$ cat src/shared/otgdr_params.svh
`ifndef OTGDR_PARAMS_SVH
`define OTGDR_PARAMS_SVH
// clock and timer base
`define OTGDR_CLK_MHZ 100
`define OTGDR_TICK_US 100
`define OTGDR_TICK_CYC (`OTGDR_TICK_US * `OTGDR_CLK_MHZ)
// timeouts in microseconds, counted in ticks
`define OTGDR_VRISE_US 100000
`define OTGDR_BCON_US 200000
`define OTGDR_ADISC_US 150000
`define OTGDR_AIDLE_US 3000
`define OTGDR_BIDLE_US 2000
`define OTGDR_SRP_PULSE_US 5000
`define OTGDR_SRP_MAX_US 100000
`define OTGDR_ACON_US 3125
// round up for least times, down for longest
`define OTGDR_VRISE_TK (`OTGDR_VRISE_US / `OTGDR_TICK_US)
`define OTGDR_BCON_TK (`OTGDR_BCON_US / `OTGDR_TICK_US)
`define OTGDR_ADISC_TK (`OTGDR_ADISC_US / `OTGDR_TICK_US)
`define OTGDR_AIDLE_TK ((`OTGDR_AIDLE_US + `OTGDR_TICK_US - 1) / `OTGDR_TICK_US)
`define OTGDR_BIDLE_TK ((`OTGDR_BIDLE_US + `OTGDR_TICK_US - 1) / `OTGDR_TICK_US)
`define OTGDR_SRP_PULSE_TK ((`OTGDR_SRP_PULSE_US + `OTGDR_TICK_US - 1) / `OTGDR_TICK_US)
`define OTGDR_SRP_MAX_TK (`OTGDR_SRP_MAX_US / `OTGDR_TICK_US)
`define OTGDR_ACON_TK ((`OTGDR_ACON_US + `OTGDR_TICK_US - 1) / `OTGDR_TICK_US)
// register map, byte addresses
`define OTGDR_CTRL_ADDR 12'h000
`define OTGDR_STAT_ADDR 12'h004
`define OTGDR_STATE_ADDR 12'h008
// control bit positions
`define OTGDR_CTRL_WANT 0
`define OTGDR_CTRL_DONE 1
`define OTGDR_CTRL_YIELD 2
`define OTGDR_CTRL_HNP 3
`define OTGDR_CTRL_NOTMO 4
`define OTGDR_CTRL_RESET 8'h00
`endif

$ cat src/shared/otgdr_pkg.sv
package otgdr_pkg;
  // controller states
  typedef enum logic [3:0] {
    OTGDR_A_IDLE = 4'h0,
    OTGDR_A_RAMP = 4'h1,
    OTGDR_A_AWAIT = 4'h2,
    OTGDR_A_HOST = 4'h3,
    OTGDR_A_SUSP = 4'h4,
    OTGDR_A_PERI = 4'h5,
    OTGDR_A_DECAY = 4'h6,
    OTGDR_B_IDLE = 4'h7,
    OTGDR_B_SRP = 4'h8,
    OTGDR_B_PERI = 4'h9,
    OTGDR_B_AWAIT = 4'ha,
    OTGDR_B_HOST = 4'hb
  } otgdr_state_e;
  typedef logic [15:0] otgdr_tick_t;
endpackage

$ cat src/hdl/otgdr_ctrl.sv
// The register addresses and register access over APB were left to the implementer.
`timescale 1ns/1ps
`include "otgdr_params.svh"
module otgdr_ctrl #(
  parameter int TICK_CYC = `OTGDR_TICK_CYC // prescaler cycles per tick
) (
  input wire logic pclk,
  input wire logic presetn,
  input wire logic psel,
  input wire logic penable,
  input wire logic pwrite,
  input wire logic [11:0] paddr,
  input wire logic [31:0] pwdata,
  output logic [31:0] prdata,
  output logic pready,
  output logic pslverr,
  input wire logic id_a_plug, // level: high when type-a plug inserted
  input wire logic supply_valid_flag,
  input wire logic hs_session_valid_flag,
  input wire logic ps_session_valid_flag,
  input wire logic ps_session_end_flag,
  input wire logic partner_conn, // partner pull-up seen (attach level)
  input wire logic bus_idle,
  input wire logic bus_suspend,
  input wire logic bus_resume,
  input wire logic srp_seen, // partner data-line pulsing confirmed
  output logic bus_power_drive,
  output logic bus_power_charge,
  output logic dplus_pullup,
  output logic host_mode_en,
  output otgdr_pkg::otgdr_state_e state_out
);
  import otgdr_pkg::*;

  localparam int PW = $clog2(TICK_CYC + 1); // prescaler width

  // all state of the block
  typedef struct packed {
    logic [7:0] sync1;
    logic [7:0] sync2;
    logic [7:0] prev;
    otgdr_state_e st;
    logic [PW-1:0] pre;
    otgdr_tick_t tk;
    logic [4:0] ctrl;
    logic done_pend;
    logic [31:0] rdata;
    logic ready;
    logic err;
    logic drv;
    logic chg;
    logic dp;
    logic host;
  } otgdr_s;

  otgdr_s s_q;
  otgdr_s s_d;

  // synchronised inputs, named by bit
  logic id_s, vv_s, asv_s, bsv_s, bse_s, con_s, idle_s, susp_s;
  logic id_ev, vv_rise, vv_fall, bsv_rise, bsv_fall, con_rise, con_fall;
  logic tick;
  logic wr;
  logic rd;

  // true once the state timer has reached n ticks
  function automatic logic after_ticks(otgdr_tick_t t, int n);
    return t >= otgdr_tick_t'(n);
  endfunction

  assign id_s = s_q.sync2[0];
  assign vv_s = s_q.sync2[1];
  assign asv_s = s_q.sync2[2];
  assign bsv_s = s_q.sync2[3];
  assign bse_s = s_q.sync2[4];
  assign con_s = s_q.sync2[5];
  assign idle_s = s_q.sync2[6];
  assign susp_s = s_q.sync2[7];
  // edge events from the second stage only
  assign id_ev = id_s ^ s_q.prev[0];
  assign vv_rise = vv_s & ~s_q.prev[1];
  assign vv_fall = ~vv_s & s_q.prev[1];
  assign bsv_rise = bsv_s & ~s_q.prev[3];
  assign bsv_fall = ~bsv_s & s_q.prev[3];
  assign con_rise = con_s & ~s_q.prev[5];
  assign con_fall = ~con_s & s_q.prev[5];
  assign tick = (s_q.pre == PW'(TICK_CYC - 1));
  assign wr = psel & penable & pwrite & ~s_q.ready;
  assign rd = psel & penable & ~pwrite & ~s_q.ready;

  // next state
  always_comb begin
    logic want;
    logic done;
    logic yield;
    logic hnp;
    logic notmo;
    logic go;
    otgdr_state_e nx;
    want = 1'b0;
    done = 1'b0;
    yield = 1'b0;
    hnp = 1'b0;
    notmo = 1'b0;
    go = 1'b0;
    nx = OTGDR_A_IDLE;
    s_d = s_q;
    // two-flop synchronisers for the eight status pins; srp_seen and bus_resume are used unsynchronised
    s_d.sync1 = {bus_suspend, bus_idle, partner_conn, ps_session_end_flag,
                 ps_session_valid_flag, hs_session_valid_flag, supply_valid_flag, id_a_plug};
    s_d.sync2 = s_q.sync1;
    s_d.prev = s_q.sync2;
    // prescaler producing the tick
    s_d.pre = tick ? '0 : s_q.pre + PW'(1);
    want = s_q.ctrl[`OTGDR_CTRL_WANT];
    done = s_q.done_pend;
    yield = s_q.ctrl[`OTGDR_CTRL_YIELD];
    hnp = s_q.ctrl[`OTGDR_CTRL_HNP];
    notmo = s_q.ctrl[`OTGDR_CTRL_NOTMO];
    nx = s_q.st;
    // role sequencing
    unique case (s_q.st)
      OTGDR_A_IDLE: begin
        // plug level kept as a pending change: an edge swallowed elsewhere still lands here
        if (!id_s) begin
          nx = OTGDR_B_IDLE;
        end else if (want || srp_seen) begin
          nx = OTGDR_A_RAMP;
        end
      end
      OTGDR_A_RAMP: begin
        if (id_ev || (!vv_s && after_ticks(s_q.tk, `OTGDR_VRISE_TK))) begin
          nx = OTGDR_A_DECAY;
        end else if (vv_s) begin
          nx = OTGDR_A_AWAIT;
        end
      end
      OTGDR_A_AWAIT: begin
        if (id_ev || (!notmo && after_ticks(s_q.tk, `OTGDR_BCON_TK))) begin
          nx = OTGDR_A_DECAY;
        end else if (vv_s && con_s) begin
          nx = OTGDR_A_HOST;
        end
      end
      OTGDR_A_HOST: begin
        if (vv_fall || (done && !yield)) begin
          nx = OTGDR_A_DECAY;
        end else if (done && yield) begin
          nx = OTGDR_A_SUSP;
        end else if (id_ev || con_fall) begin
          nx = OTGDR_A_AWAIT;
        end
      end
      OTGDR_A_SUSP: begin
        if (hnp && con_fall && !after_ticks(s_q.tk, `OTGDR_ADISC_TK)) begin
          nx = OTGDR_A_PERI;
        end else if (id_ev || vv_fall || after_ticks(s_q.tk, `OTGDR_ADISC_TK)) begin
          nx = OTGDR_A_DECAY;
        end else if (want && !yield) begin
          nx = OTGDR_A_HOST;
        end
      end
      OTGDR_A_PERI: begin
        if (id_ev || vv_rise) begin
          nx = OTGDR_A_DECAY;
        end else if (after_ticks(s_q.tk, `OTGDR_AIDLE_TK)) begin
          nx = OTGDR_A_AWAIT;
        end
      end
      OTGDR_A_DECAY: begin
        if (id_ev || (!asv_s && !con_s)) begin
          nx = OTGDR_A_IDLE;
        end
      end
      OTGDR_B_IDLE: begin
        // type-a plug present while resting as peripheral
        if (id_s) begin
          nx = OTGDR_A_IDLE;
        end else if (bsv_rise || bsv_s) begin
          nx = OTGDR_B_PERI;
        end else if (want && bse_s && after_ticks(s_q.tk, `OTGDR_BIDLE_TK)) begin
          nx = OTGDR_B_SRP;
        end
      end
      OTGDR_B_SRP: begin
        if (id_ev || after_ticks(s_q.tk, `OTGDR_SRP_PULSE_TK)) begin
          nx = OTGDR_B_IDLE;
        end
      end
      OTGDR_B_PERI: begin
        if (hnp && susp_s && want) begin
          nx = OTGDR_B_AWAIT;
        end else if (id_ev || bsv_fall) begin
          nx = OTGDR_B_IDLE;
        end
      end
      OTGDR_B_AWAIT: begin
        if (id_ev || bsv_fall) begin
          nx = OTGDR_B_IDLE;
        end else if (con_rise) begin
          nx = OTGDR_B_HOST;
        end else if (bus_resume || after_ticks(s_q.tk, `OTGDR_ACON_TK)) begin
          nx = OTGDR_B_PERI;
        end
      end
      OTGDR_B_HOST: begin
        if (id_ev || bsv_fall) begin
          nx = OTGDR_B_IDLE;
        end else if (done || con_fall) begin
          nx = OTGDR_B_PERI;
        end
      end
      default: nx = OTGDR_A_IDLE;
    endcase
    go = (nx != s_q.st);
    s_d.st = nx;
    // timer restarts on entry; idle timer in rest needs bus idle
    if (go || (s_q.st == OTGDR_B_IDLE && !idle_s) || (s_q.st == OTGDR_A_PERI && !idle_s)) begin
      s_d.tk = '0;
    end else if (tick && s_q.tk != '1) begin
      s_d.tk = s_q.tk + otgdr_tick_t'(1);
    end
    // outputs follow the state
    s_d.drv = (nx == OTGDR_A_RAMP) || (nx == OTGDR_A_AWAIT) || (nx == OTGDR_A_HOST) ||
              (nx == OTGDR_A_SUSP) || (nx == OTGDR_A_PERI);
    s_d.host = (nx == OTGDR_A_AWAIT) || (nx == OTGDR_A_HOST) || (nx == OTGDR_A_SUSP) ||
               (nx == OTGDR_B_HOST);
    s_d.dp = (nx == OTGDR_B_PERI) || (nx == OTGDR_A_PERI) ||
             (nx == OTGDR_B_SRP && !after_ticks(s_d.tk, `OTGDR_SRP_PULSE_TK));
    s_d.chg = (nx == OTGDR_B_SRP) && !after_ticks(s_d.tk, `OTGDR_SRP_PULSE_TK);
    // done strobe consumed by the state machine; a new write wins
    if (done && go) begin
      s_d.done_pend = 1'b0;
    end
    // apb slave, one wait state per access (pready registered)
    s_d.ready = psel & penable & ~s_q.ready;
    s_d.err = 1'b0;
    if (wr) begin
      if (paddr == `OTGDR_CTRL_ADDR) begin
        s_d.ctrl = pwdata[4:0];
        if (pwdata[`OTGDR_CTRL_DONE]) begin
          s_d.done_pend = 1'b1;
        end
      end else if (paddr != `OTGDR_STAT_ADDR && paddr != `OTGDR_STATE_ADDR) begin
        s_d.err = 1'b1;
      end
    end
    if (rd) begin
      unique case (paddr)
        `OTGDR_CTRL_ADDR: s_d.rdata = {27'h0, s_q.ctrl};
        `OTGDR_STAT_ADDR: s_d.rdata = {20'h0, s_q.host, s_q.dp, s_q.chg, s_q.drv, s_q.sync2};
        `OTGDR_STATE_ADDR: s_d.rdata = {28'h0, s_q.st};
        default: begin
          s_d.rdata = 32'h0;
          s_d.err = 1'b1;
        end
      endcase
    end
  end

  // state register
  always_ff @(posedge pclk or negedge presetn) begin
    if (!presetn) begin
      s_q <= '{sync1: 8'h00, sync2: 8'h00, prev: 8'h00, st: OTGDR_B_IDLE, pre: '0,
               tk: 16'h0000, ctrl: 5'h00, done_pend: 1'b0, rdata: 32'h0, ready: 1'b0,
               err: 1'b0, drv: 1'b0, chg: 1'b0, dp: 1'b0, host: 1'b0};
    end else begin
      s_q <= s_d;
    end
  end

  assign prdata = s_q.rdata;
  assign pready = s_q.ready;
  assign pslverr = s_q.err;
  assign bus_power_drive = s_q.drv;
  assign bus_power_charge = s_q.chg;
  assign dplus_pullup = s_q.dp;
  assign host_mode_en = s_q.host;
  assign state_out = s_q.st;

  // checks
  role_excl_a: assert property (@(posedge pclk) disable iff (!presetn)
    !(s_q.host && s_q.dp)) else $error("host and pull-up together");
  ramp_drive_a: assert property (@(posedge pclk) disable iff (!presetn)
    (s_q.st == OTGDR_A_RAMP) |-> s_q.drv) else $error("ramp without drive");
  decay_off_a: assert property (@(posedge pclk) disable iff (!presetn)
    (s_q.st == OTGDR_A_DECAY) |-> !s_q.drv && !s_q.host) else $error("decay drives");
  hosting_en_a: assert property (@(posedge pclk) disable iff (!presetn)
    (s_q.st == OTGDR_A_HOST || s_q.st == OTGDR_B_HOST) |-> s_q.host) else $error("no host en");
  serve_pull_a: assert property (@(posedge pclk) disable iff (!presetn)
    (s_q.st == OTGDR_B_PERI) |-> s_q.dp) else $error("no pull-up serving");
  await_pull_a: assert property (@(posedge pclk) disable iff (!presetn)
    (s_q.st == OTGDR_B_AWAIT) |-> !s_q.dp) else $error("pull-up in await");
  ramp_tmo_a: assert property (@(posedge pclk) disable iff (!presetn)
    (s_q.st == OTGDR_A_RAMP && !id_ev && !vv_s && s_q.tk >= otgdr_tick_t'(`OTGDR_VRISE_TK))
    |=> s_q.st == OTGDR_A_DECAY) else $error("ramp timeout missed");
  timer_rst_a: assert property (@(posedge pclk) disable iff (!presetn)
    (s_q.st != $past(s_q.st)) |-> s_q.tk == '0) else $error("timer not restarted");
  srp_len_a: assert property (@(posedge pclk) disable iff (!presetn)
    (s_q.st == OTGDR_B_SRP) |-> s_q.tk <= otgdr_tick_t'(`OTGDR_SRP_MAX_TK)) else $error("srp too long");
  apb_ans_a: assert property (@(posedge pclk) disable iff (!presetn)
    (psel && penable && !s_q.ready) |=> s_q.ready) else $error("apb no answer");
  host_cov_c: cover property (@(posedge pclk) disable iff (!presetn) s_q.st == OTGDR_A_HOST);
  bhost_cov_c: cover property (@(posedge pclk) disable iff (!presetn) s_q.st == OTGDR_B_HOST);
  srp_cov_c: cover property (@(posedge pclk) disable iff (!presetn) s_q.st == OTGDR_B_SRP);
  aperi_cov_c: cover property (@(posedge pclk) disable iff (!presetn) s_q.st == OTGDR_A_PERI);
endmodule // otgdr_ctrl

$ cat config.mk
export PLATFORM = sky130hd
export DESIGN_NAME = otgdr_ctrl
export DESIGN_NICKNAME = d
export VERILOG_FILES = /design/src/shared/otgdr_pkg.sv /design/src/hdl/otgdr_ctrl.sv
export VERILOG_INCLUDE_DIRS = /design/src /design/src/shared
export SDC_FILE = /design/constraint.sdc
export NUM_CORES = 1
export LEC_CHECK = 0
export ABC_CLOCK_PERIOD_IN_PS = 4600
export BUFFER_PORTS_ARGS = -buffer_cell sky130_fd_sc_hd__buf_2
export CAP_MARGIN = 20
export CORE_MARGIN = 8
export CORE_UTILIZATION = 58
export CTS_CLUSTER_DIAMETER = 120
export CTS_CLUSTER_SIZE = 40
export DETAILED_ROUTE_END_ITERATION = 10
export PLACE_DENSITY = 0.85
export SLEW_MARGIN = 20
export SYNTH_ARGS = -nofsm -noshare
export SYNTH_HDL_FRONTEND = slang
export SYNTH_SLANG_ARGS = --single-unit
$ cat constraint.sdc
create_clock -name pclk -period 4.6 [get_ports pclk]
set_input_delay 0.46 -clock pclk [delete_from_list [all_inputs] [get_ports pclk]]
set_output_delay 0.46 -clock pclk [all_outputs]
set_load 0.05 [all_outputs]
==> results of run 1 <==
final cells by class:
type / instances / area (µm²) / area share (%)
Multi-Input combinational cell: 315 / 2051 / 43.78
Tap cell: 99 / 123.9 / 2.644
Clock buffer: 12 / 155.1 / 3.312
Clock inverter: 3 / 67.56 / 1.442
Timing Repair Buffer: 54 / 275.3 / 5.876
Inverter: 15 / 56.30 / 1.202
Sequential cell: 78 / 1956 / 41.75
per-layer routing:
metal / routed length [µm] / share of wire, % / global-route usage [%] / vias up
met1: 4114 / 43 / 24.31 / 1620
met2: 4441 / 46 / 30.22 / 130
met3: 866 / 9.0 / 4.794 / 18
met5: 0 / 0 / 0 / -
li1: - / - / - / 1597
met4: 196 / 2.0 / 7.449 / 0
flip-flops by register name (all words and copies together), names as in the netlist, 4 cells and up:
signal	cells
s_d	10
state_out	4
s_q	40
prdata	12
kinds of logic after synthesis:
kind of cell | count (synthesis) | share of synthesized area, %
muxes | 11 | 2.643
other | 1 | 0.08610
adders and majority gates | 3 | 0.8619
buffers and inverters | 69 | 9.652
DFF | 78 | 44.90
xor gates and xnor gates | 29 | 5.832
and+or+nand+nor | 175 | 23.18
AOI/OAI and AO/OA | 77 | 12.84
Yosys cell counts, types with 4 or more instances:
cell type,instances
mux2i_1,7
xor2_1,18
nor4_1,8
clkbuf_1,14
nand2_1,28
buf_4,36
nand3_1,19
and3_1,7
inv_1,15
a21oi_1,14
dfrtp_1,75
nor2_1,32
nor3_2,8
o21ai_0,14
o21a_1,4
nor3_1,19
and4_1,5
nand4_1,8
or3_1,5
mux2_2,4
a22o_1,7
xnor2_1,11
nor2b_1,8
worst paths after layout:
| check | to | depth (start not counted) | from | slack, ns |
|---|---|---|---|---|
| max | s_q[47]$_DFF_PN0_ | 7 | s_q[55]$_DFF_PN0_ | 1.07 |
| min | s_d[89]$_DFF_PN0_ | 1 | ps_session_valid_flag | 0.21 |
| max reg2reg | s_q[47]$_DFF_PN0_ | 7 | s_q[55]$_DFF_PN0_ | 1.07 |
| min reg2reg | idle_s$_DFF_PN0_ | 0 | s_d[92]$_DFF_PN0_ | 0.35 |
| max in group asynchronous | s_q[50]$_DFF_PN0_ | 1 | presetn | 3.74 |
| min in group asynchronous | prdata[5]$_DFFE_PN0P_ | 1 | presetn | 0.25 |
worst reg2reg max path, cell delays in order (launching register included):
cell and delay (ns):
dfrtp_1 0.44, or3_1 0.45, or3_1 0.45, o31a_1 0.32, nor4_1 0.52, a31oi_1 0.21
a2111o_1 0.74, nor3_1 0.30
power by group through the flow:
stage	registers, mW	clock network, mW	logic (mW)
2_1_floorplan	0.822	0	0.587
3_3_place_gp	0.824	0	0.648
3_5_place_dp	0.825	0	0.661
4_1_cts	0.811	0.583	0.663
5_1_grt	0.821	0.608	0.725
6_report	0.814	0.568	0.665
==> metrics.csv, run 1 <==
metric,value,unit
status,finished clean,
slowest CP cell,a2111o_1,
most frequent cells in the layout,"dfrtp_1 (75), buf_2 (52), nor2_1 (32)",
pre-CTS setup slack,1.144,ns
drt wl/cell,16.70,µm
CTS buffer count,9,
Sw Pwr,0.7876,mW
drt total wl,9.619,mm
Ys Warns,0,
Post-synth EDFFs,0,
final setup vio count,0,
largest net degree at the start of global routing,79,
fin nets,535,
CP most frequent cell,or3_1,
Initial DRT Pass Iterations,4,
Least-Margin Pin Slew,0.9428,ns
number of DRC markers in iteration 0,179,
# Post-CTS Setup Buffers,0,
Clock Skew,0.01309,ns
IO buf count,53,
CP cell instances,"or3_1, or3_1, o31a_1, nor4_1, a31oi_1, a2111o_1, nor3_1",
DR vias/cell,5.842,
Synth area leader,dfrtp_1,
endpoints failing hold,0,
Post-Synthesis Cells,443,
design area,0.004684,mm²
hold_ws,0.2091,ns
Max Cap Viol,0,
Hold/Removal Path Class,input pin to register,
worst-path maximum fanout,17,
Die W,102.7,µm
TritonCTS Sinks,78,
layout overhead on the synthesized area,7.555,%
post-CTS sizing,0,
post-synth cell types,70,
vias in the first global route,3275,
largest cells by area after synthesis,"dfrtp_1 (43%), buf_4 (6.2%), xor2_1 (3.6%)",
top-area cell type share of the netlist area,43.09,%
Synth Register Bits,78,
Avg Inst Size Synth,9.832,µm²
Chip Height,102.7,µm
switching share of power,38.48,%
CP Data Required Time,4.86,ns
Startpoint Class,register,
GRT overflow,0,
Final Cycle Share,76.68,%
RSZ-0062 raised after global routing,no,
arrival time worst endpoint,3.78,ns
Core ar.,0.007253,mm²
clock network fraction of design power,27.7,%
Comb pwr share,32.5,%
first-pass GRT wire length,15.81,mm
register area share after synthesis,44.90,%
layout cell share with drive strength beyond 1,20.13,%
fin. max-slew vios,0,
worst skew pair latency,0.35,ns
Starting Density,60.05,%
DP Cell Count,561,
Worst Slack Setup Final,1.073,ns
CTS root buffer,clkbuf_8,
initial antenna violation count,0,
Int Power,1.259,mW
GP Congestion,0.9161,
Max Buffers Root-to-Sink,2,
CTS tree,built,
CP peak stage delay,0.74,ns
"delay-heaviest family, CP",simple AND/OR/NAND/NOR gates,
"commonest non-fill, non-tap cell in the layout",dfrtp_1,
DRC Markers,0,
Worst Setup Path Type,register to register,
Tmin final,3.527,ns
leakage power,2.140,nW
vias,3365,
gr usage total,19.02,%
slew margin rel.,37.15,%
post-synthesis async set-or-reset flop share,100.0,%
Finished Layout Cells,576,
share of power burned in registers,39.8,%
final core area utilization,64.59,%
fmax,283.5,MHz
boundary pin count,101,
VDD IR-drop max,0.2516,mV
DIE AREA,0.01054,mm²
Std-Cell Rows,31,
P per Cell Area,437.0,mW/mm²
Final ANT Viol Nets,0,
Design Power,2.047,mW
fillers,587,
clock slew at reported path FFs,0.08,ns
HPWL after detailed placement,7.014,mm
Final TNS setup,0,ns
Synth Flop Type,dfrtp_1,
H-tree level count,3,
diode count,0,
CP Capture Type,register,
placed cell area,0.004462,mm²
Post-Syn Area,0.004355,mm²
hold buffers post-CTS,0,
Buf/Inv on CP,0,
Power figures use the tool's default switching activity.
==> run 2, diff against run 1 <==
ABC_AREA = 1   (was default)
ABC_CLOCK_PERIOD_IN_PS = 3500   (was 4600)
CORE_UTILIZATION = 55   (was 58)
PLACE_DENSITY = 0.81   (was 0.85)
clock period = 3.5 ns   (was 4.6 ns; I/O delays follow)
==> metrics.csv, run 2 <==
metric,value,unit,change
# Post-CTS Setup Buffers,0,,unchanged
number of flip-flops in the largest register,40,,unchanged
Post-Syn Area,0.004587,mm²,was 0.004355 mm²
Clock Skew,0.009623,ns,was 0.01309 ns
fillers,732,,was 587
Max Cap Viol,0,,unchanged
largest net degree at the start of global routing,79,,unchanged
layout cell share with drive strength beyond 1,17.00,%,was 20.13%
fin nets,716,,was 535
Register Area,0.001956,mm²,unchanged
arrival time worst endpoint,3.03,ns,was 3.78 ns
vias,3951,,"was 3,365"
Post-synth EDFFs,0,,unchanged
top-count cell post-synth,nand2_1,,was dfrtp_1
Core ar.,0.008134,mm²,was 0.007253 mm²
VDD IR-drop max,0.2782,mV,was 0.2516 mV
Initial DRT Pass Iterations,5,,was 4
GP Congestion,0.9755,,was 0.9161
endpoints failing hold,0,,unchanged
gr usage total,17.83,%,was 19.02%
number of DRC markers in iteration 0,312,,was 179
fmax,357.5,MHz,was 283.5 MHz
clock slew at reported path FFs,0.08,ns,about the same
H-tree level count,3,,unchanged
Design Power,2.746,mW,was 2.047 mW
Final TNS setup,0,ns,unchanged
register area share after synthesis,42.64,%,was 44.90%
area taken by multi-input logic gates,0.002049,mm²,was 0.002051 mm²
CTS root buffer,clkbuf_8,,unchanged
drt total wl,10.20,mm,was 9.619 mm
status,finished clean,,unchanged
post-synthesis async set-or-reset flop share,100.0,%,unchanged
Post-Synthesis Cells,609,,was 443
first-pass GRT wire length,16.74,mm,was 15.81 mm
final core area utilization,61.64,%,was 64.59%
final setup vio count,0,,unchanged
DRC Markers,0,,unchanged
IO buf count,53,,unchanged
top-area cell type share of the netlist area,40.92,%,was 43.09%
vias in the first global route,3724,,"was 3,275"
Ys Warns,0,,unchanged
drt wl/cell,13.34,µm,was 16.70 µm
diode count,0,,unchanged
Final Cycle Share,79.93,%,was 76.68%
DIE AREA,0.01152,mm²,was 0.01054 mm²
Startpoint Class,register,,unchanged
post-CTS sizing,0,,unchanged
Synth Flop Type,dfrtp_1,,unchanged
RSZ-0062 raised after global routing,no,,unchanged
P per Cell Area,547.7,mW/mm²,was 437.0 mW/mm²
"commonest non-fill, non-tap cell in the layout",nand2_1,,was dfrtp_1
slew margin rel.,36.77,%,was 37.15%
Chip Height,107.3,µm,was 102.7 µm
Final ANT Viol Nets,0,,unchanged
initial antenna violation count,0,,unchanged
TritonCTS Sinks,78,,unchanged
Least-Margin Pin Slew,0.9485,ns,was 0.9428 ns
Avg Inst Size Synth,7.532,µm²,was 9.832 µm²
CTS buffer count,9,,unchanged
boundary pin count,101,,unchanged
Starting Density,56.39,%,was 60.05%
CTS tree,built,,unchanged
Tmin final,2.797,ns,was 3.527 ns
CP Capture Type,register,,unchanged
Max Buffers Root-to-Sink,2,,unchanged
layout overhead on the synthesized area,9.302,%,was 7.555%
GRT overflow,0,,unchanged
worst-path maximum fanout,7,,was 17
Post-synth top cells,"nand2_1 (147), inv_1 (91), dfrtp_1 (75), nor2_1 (75), buf_4 (36)",,"was dfrtp_1 (75), buf_4 (36), nor2_1 (32)"
fin. max-slew vios,0,,unchanged
DR vias/cell,5.171,,was 5.842
Synth Register Bits,78,,unchanged
Hold/Removal Path Class,input pin to register,,unchanged
Die W,107.3,µm,was 102.7 µm
largest cells by area after synthesis,"dfrtp_1 (41%), nand2_1 (12%), inv_1 (7.4%)",,"was dfrtp_1 (43%), buf_4 (6.2%), xor2_1 (3.6%)"
worst skew pair latency,0.35,ns,about the same
post-synth cell types,39,,was 70
CP Data Required Time,3.73,ns,was 4.86 ns
Reg with most FFs,s_q,,unchanged
most frequent cells in the layout,"nand2_1 (147), inv_1 (91), nor2_1 (75), dfrtp_1 (75), buf_2 (52)",,"was dfrtp_1 (75), buf_2 (52), nor2_1 (32)"
hold_ws,0.09970,ns,was 0.2091 ns
Synth area leader,dfrtp_1,,unchanged
hold buffers post-CTS,0,,unchanged
Std-Cell Rows,33,,was 31
Worst Setup Path Type,register to register,,unchanged
leakage power,2.674,nW,was 2.140 nW
HPWL after detailed placement,7.981,mm,was 7.014 mm
-- run 2: cell count changes after synthesis, moves of 9 or more --
cell	before	now
o21ai_0	14	26
nor2_1	32	75
inv_1	15	91
nand4_1	8	17
xnor2_1	11	2
nand2_1	28	147
nand3_1	19	34
nor2_2	0	14
clkbuf_1	14	1
-- run 2: layout make-up --
type                    count  area share, %
multi-input cells         416          40.88
flip-flops and latches     78          39.01
clock buffers              11          2.820
inverters                  95          7.113
well taps                 105          2.620
clock inverters             5          2.071
repair buffers             54          5.490
-- run 2: worst paths after layout --
path | start | to | slack, ns | cells after the start
setup reg to reg | state_out[1]$_DFF_PN1_ | dplus_pullup$_DFF_PN0_ | 0.70 | 19
setup / recovery | state_out[1]$_DFF_PN1_ | dplus_pullup$_DFF_PN0_ | 0.70 | 19
min in group asynchronous | presetn | s_q[67]$_DFF_PN0_ | 0.13 | 1
hold / removal | hs_session_valid_flag | s_d[88]$_DFF_PN0_ | 0.1 | 1
hold reg to reg | s_d[91]$_DFF_PN0_ | con_s$_DFF_PN0_ | 0.35 | 0
max in group asynchronous | presetn | s_q[83]$_DFF_PN0_ | 2.74 | 1
-- run 2: kinds of logic (layout without fill, tap and decap cells) --
family / after synthesis / in the layout / synth area share [%]
other: 1 / 20 / 0.08175
muxes: 5 / 5 / 1.200
xor gates and xnor gates: 12 / 12 / 2.291
and+or+nand+nor: 327 / 327 / 32.98
DFF: 78 / 78 / 42.64
buffers and inverters: 134 / 165 / 14.24
AOI/OAI and AO/OA: 49 / 49 / 5.756
adders and majority gates: 3 / 3 / 0.8184
-- run 2: metrics by stage --
stage	instances	cell area (µm²)	worst slack, ns
after floorplan	628	4658	1.342
after global placement	748	4768	0.7773
after detailed placement	748	4768	0.7665
after CTS	764	5014	0.7402
after global routing	764	5014	0.4363
final	764	5014	0.7026
-- run 2: worst max-delay path: stages, from the launching register on --
cell	delay (ns)
dfstp_2	0.64
inv_1	0.16
nand2_1	0.14
nor2_1	0.09
nand2_1	0.09
nand2_1	0.05
nor2_1	0.10
nand2_1	0.06
nor2_1	0.09
nand3_1	0.10
nor2_2	0.19
nand2_2	0.12
nand2_2	0.08
nand3_2	0.09
nor2_2	0.21
nand3_1	0.13
nor2_1	0.11
nand2_1	0.10
nand2_1	0.09
nand2_1	0.05
-- run 2: layer usage --
metal | wire length (µm) | GRT usage (%) | up-vias | part of all wire [%]
met5 | 0 | 0 | - | 0
met4 | 119 | 4.523 | 0 | 1.2
met3 | 878 | 4.311 | 12 | 8.6
met2 | 4645 | 28.20 | 145 | 46
met1 | 4553 | 23.89 | 1831 | 45
li1 | - | - | 1963 | -
-- run 2: power by group --
part	switching (mW)	internal, mW
Combinational	0.690	0.213
Clock	0.324	0.495
Sequential	0.0560	0.967
